==> src/rtl/dcw_pkg.sv <==
// dcw_pkg: constants and types of the interrupt block
// assumes: compiled before rtl/dcw_irq_ctrl.sv
package dcw_pkg;

    // apb address width
    localparam int ADDR_W = 12;

    // source numbering, channel A first
    localparam int NSRC = 6;
    localparam int SRC_RX = 0;
    localparam int SRC_TX = 1;
    localparam int SRC_EXT = 2;

    // register numbers
    localparam logic [3:0] REG_CMD = 4'h0;
    localparam logic [3:0] REG_MODE = 4'h1;
    localparam logic [3:0] REG_VEC = 4'h2;
    localparam logic [3:0] REG_PEND = 4'h3;
    localparam logic [3:0] REG_DATA = 4'h8;
    localparam logic [3:0] REG_MIC = 4'h9;
    localparam logic [3:0] REG_MISC = 4'hE;

    // channel command field
    localparam int CMD_LSB = 3;
    localparam int CMD_MSB = 5;
    localparam logic [2:0] CMD_RST_EXT = 3'h1;
    localparam logic [2:0] CMD_RST_TX = 3'h2;
    localparam logic [2:0] CMD_RST_RX = 3'h3;
    localparam logic [2:0] CMD_RST_IUS = 3'h4;
    localparam logic [2:0] CMD_SHL = 3'h5;
    localparam logic [2:0] CMD_SHR = 3'h6;

    // transfer mode register fields
    localparam int MODE_EXT_IE = 0;
    localparam int MODE_TX_IE = 1;
    localparam int MODE_PAR_SPC = 2;
    localparam int MODE_RX_LSB = 3;
    localparam int MODE_RX_MSB = 4;
    localparam int MODE_WR_DIR = 5;
    localparam int MODE_WR_FN = 6;
    localparam int MODE_WR_EN = 7;
    localparam logic [1:0] RX_OFF = 2'h0;
    localparam logic [1:0] RX_FIRST = 2'h1;
    localparam logic [1:0] RX_ALL = 2'h2;
    localparam logic [1:0] RX_SPC = 2'h3;

    // master control and misc fields
    localparam int MIC_VIS = 0;
    localparam int MIC_MIE = 3;
    localparam int MISC_DTR = 0;
    localparam int MISC_REQ_FN = 2;

    // values after reset
    localparam logic [7:0] VEC_RST = 8'h00;
    localparam logic [7:0] MODE_RST = 8'h00;
    localparam logic [7:0] MIC_RST = 8'h00;
    localparam logic [7:0] MISC_RST = 8'h00;

    // vector status codes
    localparam logic [2:0] ST_B_TX = 3'h0;
    localparam logic [2:0] ST_B_EXT = 3'h1;
    localparam logic [2:0] ST_B_RX = 3'h2;
    localparam logic [2:0] ST_B_SPC = 3'h3;
    localparam logic [2:0] ST_A_TX = 3'h4;
    localparam logic [2:0] ST_A_EXT = 3'h5;
    localparam logic [2:0] ST_A_RX = 3'h6;
    localparam logic [2:0] ST_A_SPC = 3'h7;
    localparam logic [2:0] ST_NONE = 3'h3;

    // acknowledge cycle states
    typedef enum logic [1:0] {ACK_IDLE, ACK_WAIT_DS, ACK_DRIVE} dcw_ack_st_t;

endpackage : dcw_pkg

==> src/rtl/dcw_irq_ctrl.sv <==
// dcw_irq_ctrl: interrupt, chain and wait/request logic
// assumes: apb on clk; strobes and modem pins async; data path
// event inputs synchronous to clk
// Operation
// - channel B vector read carries three status bits
// - six sources, each pending, in-service, enable
// - request needs source enable and global enable
// - source enables are write only
// - unblocked pending, global enable and chain in high pull request low
// - disabled source never sets its pending flag
// - pending set two or three strobe edges later
// - all pending flags readable through channel A
// - in-service blocks lower sources and chain out
// - ack sets in-service of top pending
// - channel A over B; rx, tx, ext
// - tx interrupt when loaded buffer goes empty
// - receive modes: first, all, special only
// - special: overrun, optional parity error
// - first mode: specials after first character
// - ext status on pin edges, underrun, zero, break
// - wait/request function chosen in transfer mode
// - request means ready; wait means not ready
// - terminal ready pin usable as second request
// - vector and master control shared, rest per channel
// - channel select from bit 0 or 5
// - ack drives vector, sets in-service
// - wait/request starts in open-drain wait mode
//
// The implementer's own choices: the placing of the registers and the APB slave port.
`timescale 1ns/10ps
module dcw_irq_ctrl
(
    // clock and reset
    input wire logic clk,
    input wire logic rst,
    // apb slave
    input wire logic psel,
    input wire logic penable,
    input wire logic pwrite,
    input wire logic [dcw_pkg::ADDR_W-1:0] paddr,
    input wire logic [31:0] pwdata,
    output logic [31:0] prdata,
    output logic pready,
    output logic pslverr,
    // host strobes and daisy chain
    input wire logic address_strobe_n,
    input wire logic data_strobe_n,
    input wire logic irq_acknowledge_in_n,
    input wire logic chain_enable_in,
    output logic chain_enable_out,
    // interrupt request and vector
    output logic irq_req_n_o,
    output logic irq_req_oe,
    output logic [7:0] ad_o,
    output logic ad_oe,
    // modem pins, index 0 channel A
    input wire logic [1:0] cts_n,
    input wire logic [1:0] carrier_detect_in_n,
    input wire logic [1:0] ring_indicator_in_n,
    // data path events
    input wire logic [1:0] rx_char_avail,
    input wire logic [1:0] rx_char,
    input wire logic [1:0] rx_overrun,
    input wire logic [1:0] rx_parity_err,
    input wire logic [1:0] tx_written,
    input wire logic [1:0] tx_empty,
    input wire logic [1:0] tx_underrun,
    input wire logic [1:0] baud_zero,
    input wire logic [1:0] break_det,
    // wait/request pins
    output logic [1:0] wreq_n_o,
    output logic [1:0] wreq_oe,
    output logic [1:0] dtr_req_n
);

    localparam int NP = 10;

    logic [NP-1:0] pin_raw;
    logic [NP-1:0] sync1_q;
    logic [NP-1:0] sync2_q;
    logic [NP-1:0] prev_q;
    logic as_rise;
    logic ds_fall;
    logic ds_rise;
    logic ack_lvl;
    logic chain_in;
    logic [1:0] ext_edge;
    logic [7:0] mode_q [2];
    logic [7:0] misc_q [2];
    logic [7:0] vec_q;
    logic [7:0] mic_q;
    logic shl_q;
    logic [1:0] rx_armed_q;
    logic [1:0] tx_loaded_q;
    logic [1:0] spc;
    logic [1:0] spc_seen_q;
    logic [5:0] en;
    logic [5:0] cond;
    logic [5:0] seen_q;
    logic [5:0] stage_q;
    logic [5:0] pend_q;
    logic [5:0] pend_clr;
    logic [5:0] ius_q;
    logic [5:0] ius_clr;
    logic [5:0] req;
    logic [5:0] top;
    logic [2:0] code;
    logic [7:0] vec_mod;
    logic [1:0] ready;
    dcw_pkg::dcw_ack_st_t ack_q;
    logic access;
    logic hit;
    logic chan;
    logic [3:0] rnum;
    logic stall;
    logic wr_fire;
    logic cmd_fire;
    logic [2:0] cmd;
    logic [7:0] rdata;

    // lowest index set bit, one-hot
    function automatic logic [5:0] first_set(input logic [5:0] v);
        logic [5:0] r;
        r = 6'h00;
        for (int i = 5; i >= 0; i--)
        begin
            if (v[i])
            begin
                r = 6'h00;
                r[i] = 1'b1;
            end
        end
        return r;
    endfunction : first_set

    // two-flop sync plus history stage
    assign pin_raw = {ring_indicator_in_n, carrier_detect_in_n, cts_n, chain_enable_in,
                      irq_acknowledge_in_n, data_strobe_n, address_strobe_n};

    always_ff @(posedge clk or posedge rst)
    begin
        if (rst)
        begin
            sync1_q <= '1;
            sync2_q <= '1;
            prev_q <= '1;
        end
        else
        begin
            sync1_q <= pin_raw;
            sync2_q <= sync1_q;
            prev_q <= sync2_q;
        end
    end

    // strobe edges and levels
    assign as_rise = sync2_q[0] & ~prev_q[0];
    assign ds_fall = ~sync2_q[1] & prev_q[1];
    assign ds_rise = sync2_q[1] & ~prev_q[1];
    assign ack_lvl = ~sync2_q[2];
    assign chain_in = sync2_q[3];

    // apb decode: word index is the host address byte
    assign access = psel & penable;
    assign hit = (paddr[dcw_pkg::ADDR_W-1:10] == '0);
    assign chan = shl_q ? ~paddr[7] : ~paddr[2];
    assign rnum = paddr[6:3];
    assign wr_fire = access & pready & pwrite & hit;
    assign cmd_fire = wr_fire & (rnum == dcw_pkg::REG_CMD);
    assign cmd = pwdata[dcw_pkg::CMD_MSB:dcw_pkg::CMD_LSB];

    // readiness and source enables
    always_comb
    begin
        for (int c = 0; c < 2; c++)
        begin
            ready[c] = mode_q[c][dcw_pkg::MODE_WR_DIR] ? rx_char_avail[c] : tx_empty[c];
            en[3*c+dcw_pkg::SRC_RX] =
                mode_q[c][dcw_pkg::MODE_RX_MSB:dcw_pkg::MODE_RX_LSB] != dcw_pkg::RX_OFF;
            en[3*c+dcw_pkg::SRC_TX] = mode_q[c][dcw_pkg::MODE_TX_IE];
            en[3*c+dcw_pkg::SRC_EXT] = mode_q[c][dcw_pkg::MODE_EXT_IE];
        end
    end

    // wait mode stalls data access until ready
    assign stall = access & hit & ~pready & (rnum == dcw_pkg::REG_DATA)
        & mode_q[chan][dcw_pkg::MODE_WR_EN] & ~mode_q[chan][dcw_pkg::MODE_WR_FN]
        & ~ready[chan];

    // interrupt conditions per source
    always_comb
    begin
        cond = 6'h00;
        spc = 2'h0;
        ext_edge = 2'h0;
        for (int c = 0; c < 2; c++)
        begin
            spc[c] = rx_overrun[c] | (rx_parity_err[c] & mode_q[c][dcw_pkg::MODE_PAR_SPC]);
            unique case (mode_q[c][dcw_pkg::MODE_RX_MSB:dcw_pkg::MODE_RX_LSB])
                dcw_pkg::RX_OFF: cond[3*c] = 1'b0;
                dcw_pkg::RX_FIRST: cond[3*c] = (rx_char[c] & rx_armed_q[c])
                    | (spc[c] & ~rx_armed_q[c]);
                dcw_pkg::RX_ALL: cond[3*c] = rx_char[c] | spc[c];
                dcw_pkg::RX_SPC: cond[3*c] = spc[c];
            endcase
            cond[3*c+1] = tx_loaded_q[c] & tx_empty[c];
            ext_edge[c] = (sync2_q[4+c] ^ prev_q[4+c]) | (sync2_q[6+c] ^ prev_q[6+c])
                | (sync2_q[8+c] ^ prev_q[8+c]);
            cond[3*c+2] = ext_edge[c] | tx_underrun[c] | baud_zero[c] | break_det[c];
        end
    end

    // first character arming, tx loaded flags
    always_ff @(posedge clk or posedge rst)
    begin
        if (rst)
        begin
            rx_armed_q <= 2'h3;
            tx_loaded_q <= 2'h0;
        end
        else
        begin
            for (int c = 0; c < 2; c++)
            begin
                if (wr_fire && rnum == dcw_pkg::REG_MODE && int'(chan) == c)
                    rx_armed_q[c] <= 1'b1;
                else if (rx_char[c] && en[3*c]
                         && mode_q[c][dcw_pkg::MODE_RX_MSB:dcw_pkg::MODE_RX_LSB]
                            == dcw_pkg::RX_FIRST)
                    rx_armed_q[c] <= 1'b0;
                if (tx_written[c])
                    tx_loaded_q[c] <= 1'b1;
                else if (tx_empty[c])
                    tx_loaded_q[c] <= 1'b0;
            end
        end
    end

    // conditions ride two strobe edges to pending
    always_ff @(posedge clk or posedge rst)
    begin
        if (rst)
        begin
            seen_q <= 6'h00;
            stage_q <= 6'h00;
        end
        else if (as_rise)
        begin
            stage_q <= seen_q & en;
            seen_q <= cond & en;
        end
        else
        begin
            seen_q <= seen_q | (cond & en);
        end
    end

    // pending clears
    always_comb
    begin
        pend_clr = 6'h00;
        if (cmd_fire)
        begin
            pend_clr[3*chan+dcw_pkg::SRC_EXT] = cmd == dcw_pkg::CMD_RST_EXT;
            pend_clr[3*chan+dcw_pkg::SRC_TX] = cmd == dcw_pkg::CMD_RST_TX;
            pend_clr[3*chan+dcw_pkg::SRC_RX] = cmd == dcw_pkg::CMD_RST_RX;
        end
    end

    // pending flags, set wins over clear
    always_ff @(posedge clk or posedge rst)
    begin
        if (rst)
            pend_q <= 6'h00;
        else
            pend_q <= (pend_q & ~pend_clr) | (as_rise ? (stage_q & en) : 6'h00);
    end

    // special status for vector
    always_ff @(posedge clk or posedge rst)
    begin
        if (rst)
            spc_seen_q <= 2'h0;
        else
        begin
            for (int c = 0; c < 2; c++)
            begin
                if (spc[c] && cond[3*c] && en[3*c])
                    spc_seen_q[c] <= 1'b1;
                else if (pend_clr[3*c])
                    spc_seen_q[c] <= 1'b0;
            end
        end
    end

    // internal chain: in-service blocks all below
    always_comb
    begin
        logic blk;
        blk = 1'b0;
        req = 6'h00;
        for (int i = 0; i < dcw_pkg::NSRC; i++)
        begin
            blk = blk | ius_q[i];
            req[i] = pend_q[i] & mic_q[dcw_pkg::MIC_MIE] & ~blk;
        end
    end

    assign top = first_set(req);
    assign ius_clr = (cmd_fire && cmd == dcw_pkg::CMD_RST_IUS) ? first_set(ius_q) : 6'h00;

    // status of top source
    always_comb
    begin
        code = dcw_pkg::ST_NONE;
        if (top[0])
            code = spc_seen_q[0] ? dcw_pkg::ST_A_SPC : dcw_pkg::ST_A_RX;
        else if (top[1])
            code = dcw_pkg::ST_A_TX;
        else if (top[2])
            code = dcw_pkg::ST_A_EXT;
        else if (top[3])
            code = spc_seen_q[1] ? dcw_pkg::ST_B_SPC : dcw_pkg::ST_B_RX;
        else if (top[4])
            code = dcw_pkg::ST_B_TX;
        else if (top[5])
            code = dcw_pkg::ST_B_EXT;
    end

    assign vec_mod = {vec_q[7:4], code, vec_q[0]};

    // acknowledge cycle
    always_ff @(posedge clk or posedge rst)
    begin
        if (rst)
        begin
            ack_q <= dcw_pkg::ACK_IDLE;
            ius_q <= 6'h00;
            ad_o <= 8'h00;
            ad_oe <= 1'b0;
        end
        else
        begin
            ius_q <= ius_q & ~ius_clr;
            unique case (ack_q)
                dcw_pkg::ACK_IDLE:
                begin
                    if (as_rise && ack_lvl)
                        ack_q <= dcw_pkg::ACK_WAIT_DS;
                end
                dcw_pkg::ACK_WAIT_DS:
                begin
                    if (as_rise && !ack_lvl)
                        ack_q <= dcw_pkg::ACK_IDLE;
                    else if (ds_fall)
                    begin
                        if (chain_in && req != 6'h00)
                        begin
                            ius_q <= (ius_q & ~ius_clr) | top;
                            ad_o <= mic_q[dcw_pkg::MIC_VIS] ? vec_mod : vec_q;
                            ad_oe <= 1'b1;
                            ack_q <= dcw_pkg::ACK_DRIVE;
                        end
                        else
                            ack_q <= dcw_pkg::ACK_IDLE;
                    end
                end
                dcw_pkg::ACK_DRIVE:
                begin
                    if (ds_rise)
                    begin
                        ad_oe <= 1'b0;
                        ack_q <= dcw_pkg::ACK_IDLE;
                    end
                end
            endcase
        end
    end

    // interrupt request and chain out
    always_ff @(posedge clk or posedge rst)
    begin
        if (rst)
        begin
            irq_req_n_o <= 1'b0;
            irq_req_oe <= 1'b0;
            chain_enable_out <= 1'b0;
        end
        else
        begin
            irq_req_n_o <= 1'b0;
            irq_req_oe <= chain_in & (req != 6'h00);
            chain_enable_out <= chain_in & (ius_q == 6'h00) & (pend_q == 6'h00);
        end
    end

    // writable registers
    always_ff @(posedge clk or posedge rst)
    begin
        if (rst)
        begin
            mode_q[0] <= dcw_pkg::MODE_RST;
            mode_q[1] <= dcw_pkg::MODE_RST;
            misc_q[0] <= dcw_pkg::MISC_RST;
            misc_q[1] <= dcw_pkg::MISC_RST;
            vec_q <= dcw_pkg::VEC_RST;
            mic_q <= dcw_pkg::MIC_RST;
            shl_q <= 1'b0;
        end
        else if (wr_fire)
        begin
            case (rnum)
                dcw_pkg::REG_MODE: mode_q[chan] <= pwdata[7:0];
                dcw_pkg::REG_MISC: misc_q[chan] <= pwdata[7:0];
                dcw_pkg::REG_VEC: vec_q <= pwdata[7:0];
                dcw_pkg::REG_MIC: mic_q <= pwdata[7:0];
                dcw_pkg::REG_CMD:
                begin
                    if (chan && cmd == dcw_pkg::CMD_SHL)
                        shl_q <= 1'b1;
                    else if (chan && cmd == dcw_pkg::CMD_SHR)
                        shl_q <= 1'b0;
                end
                default: shl_q <= shl_q;
            endcase
        end
    end

    // read data; source enables never come back
    always_comb
    begin
        rdata = 8'h00;
        if (hit)
        begin
            case (rnum)
                dcw_pkg::REG_CMD: rdata = {2'h0, ~sync2_q[4+chan], ~sync2_q[8+chan],
                    ~sync2_q[6+chan], tx_empty[chan], 1'b0, rx_char_avail[chan]};
                dcw_pkg::REG_VEC: rdata = chan ? vec_mod : vec_q;
                dcw_pkg::REG_PEND: rdata = chan ? 8'h00 : {2'h0, pend_q};
                default: rdata = 8'h00;
            endcase
        end
    end

    // apb answer, stall extends
    always_ff @(posedge clk or posedge rst)
    begin
        if (rst)
        begin
            pready <= 1'b0;
            prdata <= 32'h0000_0000;
            pslverr <= 1'b0;
        end
        else
        begin
            pready <= access & ~pready & ~stall;
            if (access && !pready && !stall)
            begin
                prdata <= pwrite ? 32'h0000_0000 : {24'h00_0000, rdata};
                pslverr <= ~hit;
            end
        end
    end

    // wait/request pins
    always_ff @(posedge clk or posedge rst)
    begin
        if (rst)
        begin
            wreq_n_o <= 2'h0;
            wreq_oe <= 2'h0;
            dtr_req_n <= 2'h3;
        end
        else
        begin
            for (int c = 0; c < 2; c++)
            begin
                if (mode_q[c][dcw_pkg::MODE_WR_FN])
                begin
                    wreq_oe[c] <= 1'b1;
                    wreq_n_o[c] <= ~(mode_q[c][dcw_pkg::MODE_WR_EN] & ready[c]);
                end
                else
                begin
                    wreq_oe[c] <= stall & (int'(chan) == c);
                    wreq_n_o[c] <= 1'b0;
                end
                dtr_req_n[c] <= misc_q[c][dcw_pkg::MISC_REQ_FN] ? ~tx_empty[c]
                    : ~misc_q[c][dcw_pkg::MISC_DTR];
            end
        end
    end

endmodule : dcw_irq_ctrl

==> config.mk <==
export PLATFORM = sky130hd
export DESIGN_NAME = dcw_irq_ctrl
export DESIGN_NICKNAME = d
export VERILOG_FILES = /design/src/rtl/dcw_pkg.sv /design/src/rtl/dcw_irq_ctrl.sv
export SDC_FILE = /design/constraint.sdc
export NUM_CORES = 1
export LEC_CHECK = 0
export BUFFER_PORTS_ARGS = -buffer_cell sky130_fd_sc_hd__clkbuf_2
export CAP_MARGIN = 20
export CELL_PAD_IN_SITES_DETAIL_PLACEMENT = 1
export CELL_PAD_IN_SITES_GLOBAL_PLACEMENT = 1
export CORE_MARGIN = 3
export CORE_UTILIZATION = 30
export CTS_CLUSTER_SIZE = 14
export DETAILED_ROUTE_END_ITERATION = 12
export PLACE_DENSITY = 0.6
export SLEW_MARGIN = 20
export SYNTH_ARGS = -nofsm -noshare
export SYNTH_HDL_FRONTEND = slang
export SYNTH_SLANG_ARGS = --single-unit
==> constraint.sdc <==
create_clock -name clk -period 6.7 [get_ports clk]
set_clock_uncertainty 0.1 [all_clocks]
set_input_delay 1.34 -clock clk [delete_from_list [all_inputs] [get_ports clk]]
set_output_delay 1.34 -clock clk [all_outputs]
set_load 0.02 [all_outputs]
==> flow_metrics.env <==
export IMPL_drv_cap=0
export IMPL_finalHoldViolations=0
export IMPL_async_flop_share_pct=100
export IMPL_post_drt_via_cell_ratio=4.88
export IMPL_critPathRequiredTime_ns=6.90
export IMPL_synthFlopType="dfrtp_1"
export IMPL_io_pins=129
export IMPL_yosys_area_share_simple_pct=13.5
export IMPL_synth_seq_cells=118
export IMPL_rows=48
export IMPL_portBuffers=75
export IMPL_grt_usage_pct=15.3
export IMPL_core_area_um2=17300
export IMPL_power_density_nw_per_um2=281
export IMPL_antenna_found_initial=0
export IMPL_syn_inst=443
export IMPL_antenna_cells=0
export IMPL_cp_cell_sequence="clkbuf_2 -> or4_4 -> nor4_4 -> or4b_4 -> o21ai_2 -> a21bo_1"
export IMPL_stdcell_count=767
export IMPL_drt_iter0_markers=241
export IMPL_min_path_type="reg2reg"
export IMPL_ant_nets=0
export IMPL_ys_types=58
export IMPL_post_cts_resized=0
export IMPL_switchingPower_uw=427
export IMPL_cts_made_buffers=17
export IMPL_clk_latency_ns=0.42
export IMPL_period_minus_slack_ns=3.21
export IMPL_finalCritPeriodShare_pct=47.8
export IMPL_crit_family="simple AND/OR/NAND/NOR gates"
export IMPL_path_clk_slew_ns=0.05
export IMPL_grt_overflow_total=0
export IMPL_setup_viol_count_final=0
export IMPL_vdd_ir_drop_max_mv=0.174
export IMPL_synth_compound_area_share_pct=11.5
export IMPL_combinationalPowerShare_pct=6.4
export IMPL_areaGrowthSynthToFinish_pct=21.3
export IMPL_numClockSinks=118
export IMPL_synth_mux_area_share_pct=11.0
export IMPL_syn_cell_area_um2=5320
export IMPL_cts_tree="done"
export IMPL_final_nets=609
export IMPL_ys_warn_count=0
export IMPL_cp_slowest_cell="or4_4"
export IMPL_grt_max_degree=62
export IMPL_h_tree_depth=4
export IMPL_fp_dieW_um=139
export IMPL_ys_seq_area_share_pct=56.3
export IMPL_clk_path_buf_depth=2
export IMPL_worstSetupPathType="in2reg"
export IMPL_cts_root_buf="clkbuf_16"
export IMPL_power_frac_seq_pct=41.5
export IMPL_dp_hpwl_um=10300
export IMPL_postLayoutCellArea_um2=6450
export IMPL_cp_arrival_ns=3.40
export IMPL_start_kind="primary input"
export IMPL_drv_slew=0
export IMPL_intPower_mw=1.38
export IMPL_chipHeight_um=139
export IMPL_status="finished, final reports clean"
export IMPL_floorplan_initialDensity_pct=30.7
export IMPL_layout_drive_gt1_share_pct=35.8
export IMPL_vias=3740
export IMPL_dieArea_um2=19400
export IMPL_setup_tns_ns=0
export IMPL_leakagePower_nw=3.00
export IMPL_post_route_util_pct=37.3
export IMPL_tightestPinTransition_ns=0.868
export IMPL_placed_area_um2=5840
export IMPL_routedWlPerCell_um=18.4
export IMPL_synth_edf_count=0
export IMPL_drc_errors=0
export IMPL_switching_share_pct=23.6
export IMPL_grt_setup_unrepaired="no"
export IMPL_cts_setup_buffers=0
export IMPL_worst_setup_path_end_kind="flop"
export IMPL_fmax_mhz=312
export IMPL_dr_pass1_iters=4
export IMPL_synth_xor_area_share_pct=0.989
export IMPL_slew_headroom_pct=42.0
export IMPL_grt_pass1_wl_um=22900
export IMPL_yosys_area_share_adder_pct=0.706
export IMPL_path_max_fanout=10
export IMPL_p_clk_share_pct=52.0
export IMPL_place_congestion=0.801
export IMPL_avgSynthCellArea_um2=12.0
export IMPL_cpPeakStageDelay_ns=0.64
export IMPL_place_inst=735
export IMPL_drt_total_wl_um=14100
export IMPL_hold_buffers=0
export IMPL_grt_pass1_vias=4196
export IMPL_critPathBufInv=1
export IMPL_synth_top_family_by_area="simple AND/OR/NAND/NOR gates"
## power groups by stage
stage                     logic [mW]  registers [mW]  clock network (mW)
after global routing           0.132           0.754                1.00
after detailed placement       0.119           0.764                   0
after CTS                      0.120           0.752               0.969
after global placement         0.114           0.763                   0
after floorplan               0.0845           0.761                   0
final                          0.117           0.752               0.941
## state kept, by name, indices dropped and copies added (netlist names), 4 cells and up
register	count
sync1_q	10
ius_q	6
prdata	8
ad_o	8
vec_q	8
en	4
mode_q	12
misc_q	4
prev_q	8
seen_q	6
sync2_q	10
stage_q	6
pend_q	6
## per-stage QoR
step                hold slack [ns]  power, mW  setup WS (ns)
floorplan                     0.245      0.846           2.18
global placement              0.247      0.877           3.11
detailed placement            0.247      0.883           3.07
CTS                           0.255       1.84           3.52
global route                  0.258       1.89           3.45
finish                        0.255       1.81           3.49
## cells in the final DEF, fill, tap and decap left out, types with 4 or more instances in the layout
cell type  instances
a21o_1             5
a21oi_1           13
a22o_1            11
a32o_1             9
and2_1             4
and3_1             5
clkbuf_16         17
clkbuf_2          75
conb_1            25
dfrtp_1           86
dfstp_2           32
inv_1             16
mux2_2            44
mux2i_1            9
nand2_1           34
nand2b_1           7
nand3_1            9
nand4_1            5
nor2_1            16
nor2b_1           10
nor3_1            10
nor4b_1            4
o21a_1             4
o21ai_0           14
o2bb2ai_1          5
xnor2_1            6
## layer usage
metal / track usage, % / wire length (um) / part of all wire, % / vias up
li1: - / - / - / 1721
met1: 19.7 / 6400 / 45 / 1896
met2: 24.0 / 6680 / 47 / 100
met3: 4.55 / 708 / 5.0 / 23
met4: 6.33 / 327 / 2.3 / 0
met5: 0 / 0 / 0 / -
## cell type report
class,count,area (um^2)
clock inverters,11,149
flip-flops and latches,118,2990
multi-input cells,297,2100
inverters,17,66.3
clock buffers,21,460
fillers,1918,10900
well taps,225,282
repair buffers,78,398
## worst reg2reg max path, cell delays in order, from the launching register on
cell	delay (ns)
dfstp_2	0.54
nor2b_1	0.70
a21boi_0	0.33
and4_1	0.32
a21boi_1	0.13
buf_4	0.20
mux2_2	0.29
## cells in the mapped netlist (all sizes together), types with 5 or more instances
master / count / area share (%)
nand4: 5 / 0.59
mux2i: 9 / 1.7
buf: 31 / 4.4
nand3: 9 / 0.85
xnor2: 6 / 0.99
a21o: 5 / 0.71
nand2b: 7 / 0.82
o21ai: 15 / 1.5
nor3: 10 / 0.94
dfstp: 32 / 16
a21oi: 13 / 1.2
nand2: 34 / 2.4
inv: 17 / 1.2
o2bb2ai: 5 / 0.82
and3: 5 / 0.59
nor2b: 10 / 1.2
a32o: 9 / 1.7
nor2: 16 / 1.1
mux2: 44 / 9.3
dfrtp: 86 / 40
a22o: 11 / 1.8
## kinds of logic after synthesis
family	after synthesis
AOI/OAI and AO/OA	82
xor gates and xnor gates	6
adders and majority gates	3
buffers and inverters	52
DFF	118
muxes	53
other	1
and+or+nand+nor	128
## final timing paths
kind	from	to	slack [ns]	cells after the start
max	paddr[3]	ius_q[3]	3.49	6
min	sync1_q[1]	sync2_q[1]	0.25	0
max reg2reg	sync2_q[0]	ad_o[2]	3.98	6
min reg2reg	sync1_q[1]	sync2_q[1]	0.25	0
max in group asynchronous	rst	ad_oe	4.31	3
min in group asynchronous	rst	misc_q[8]	0.95	2
Power figures use the tool's default switching activity.
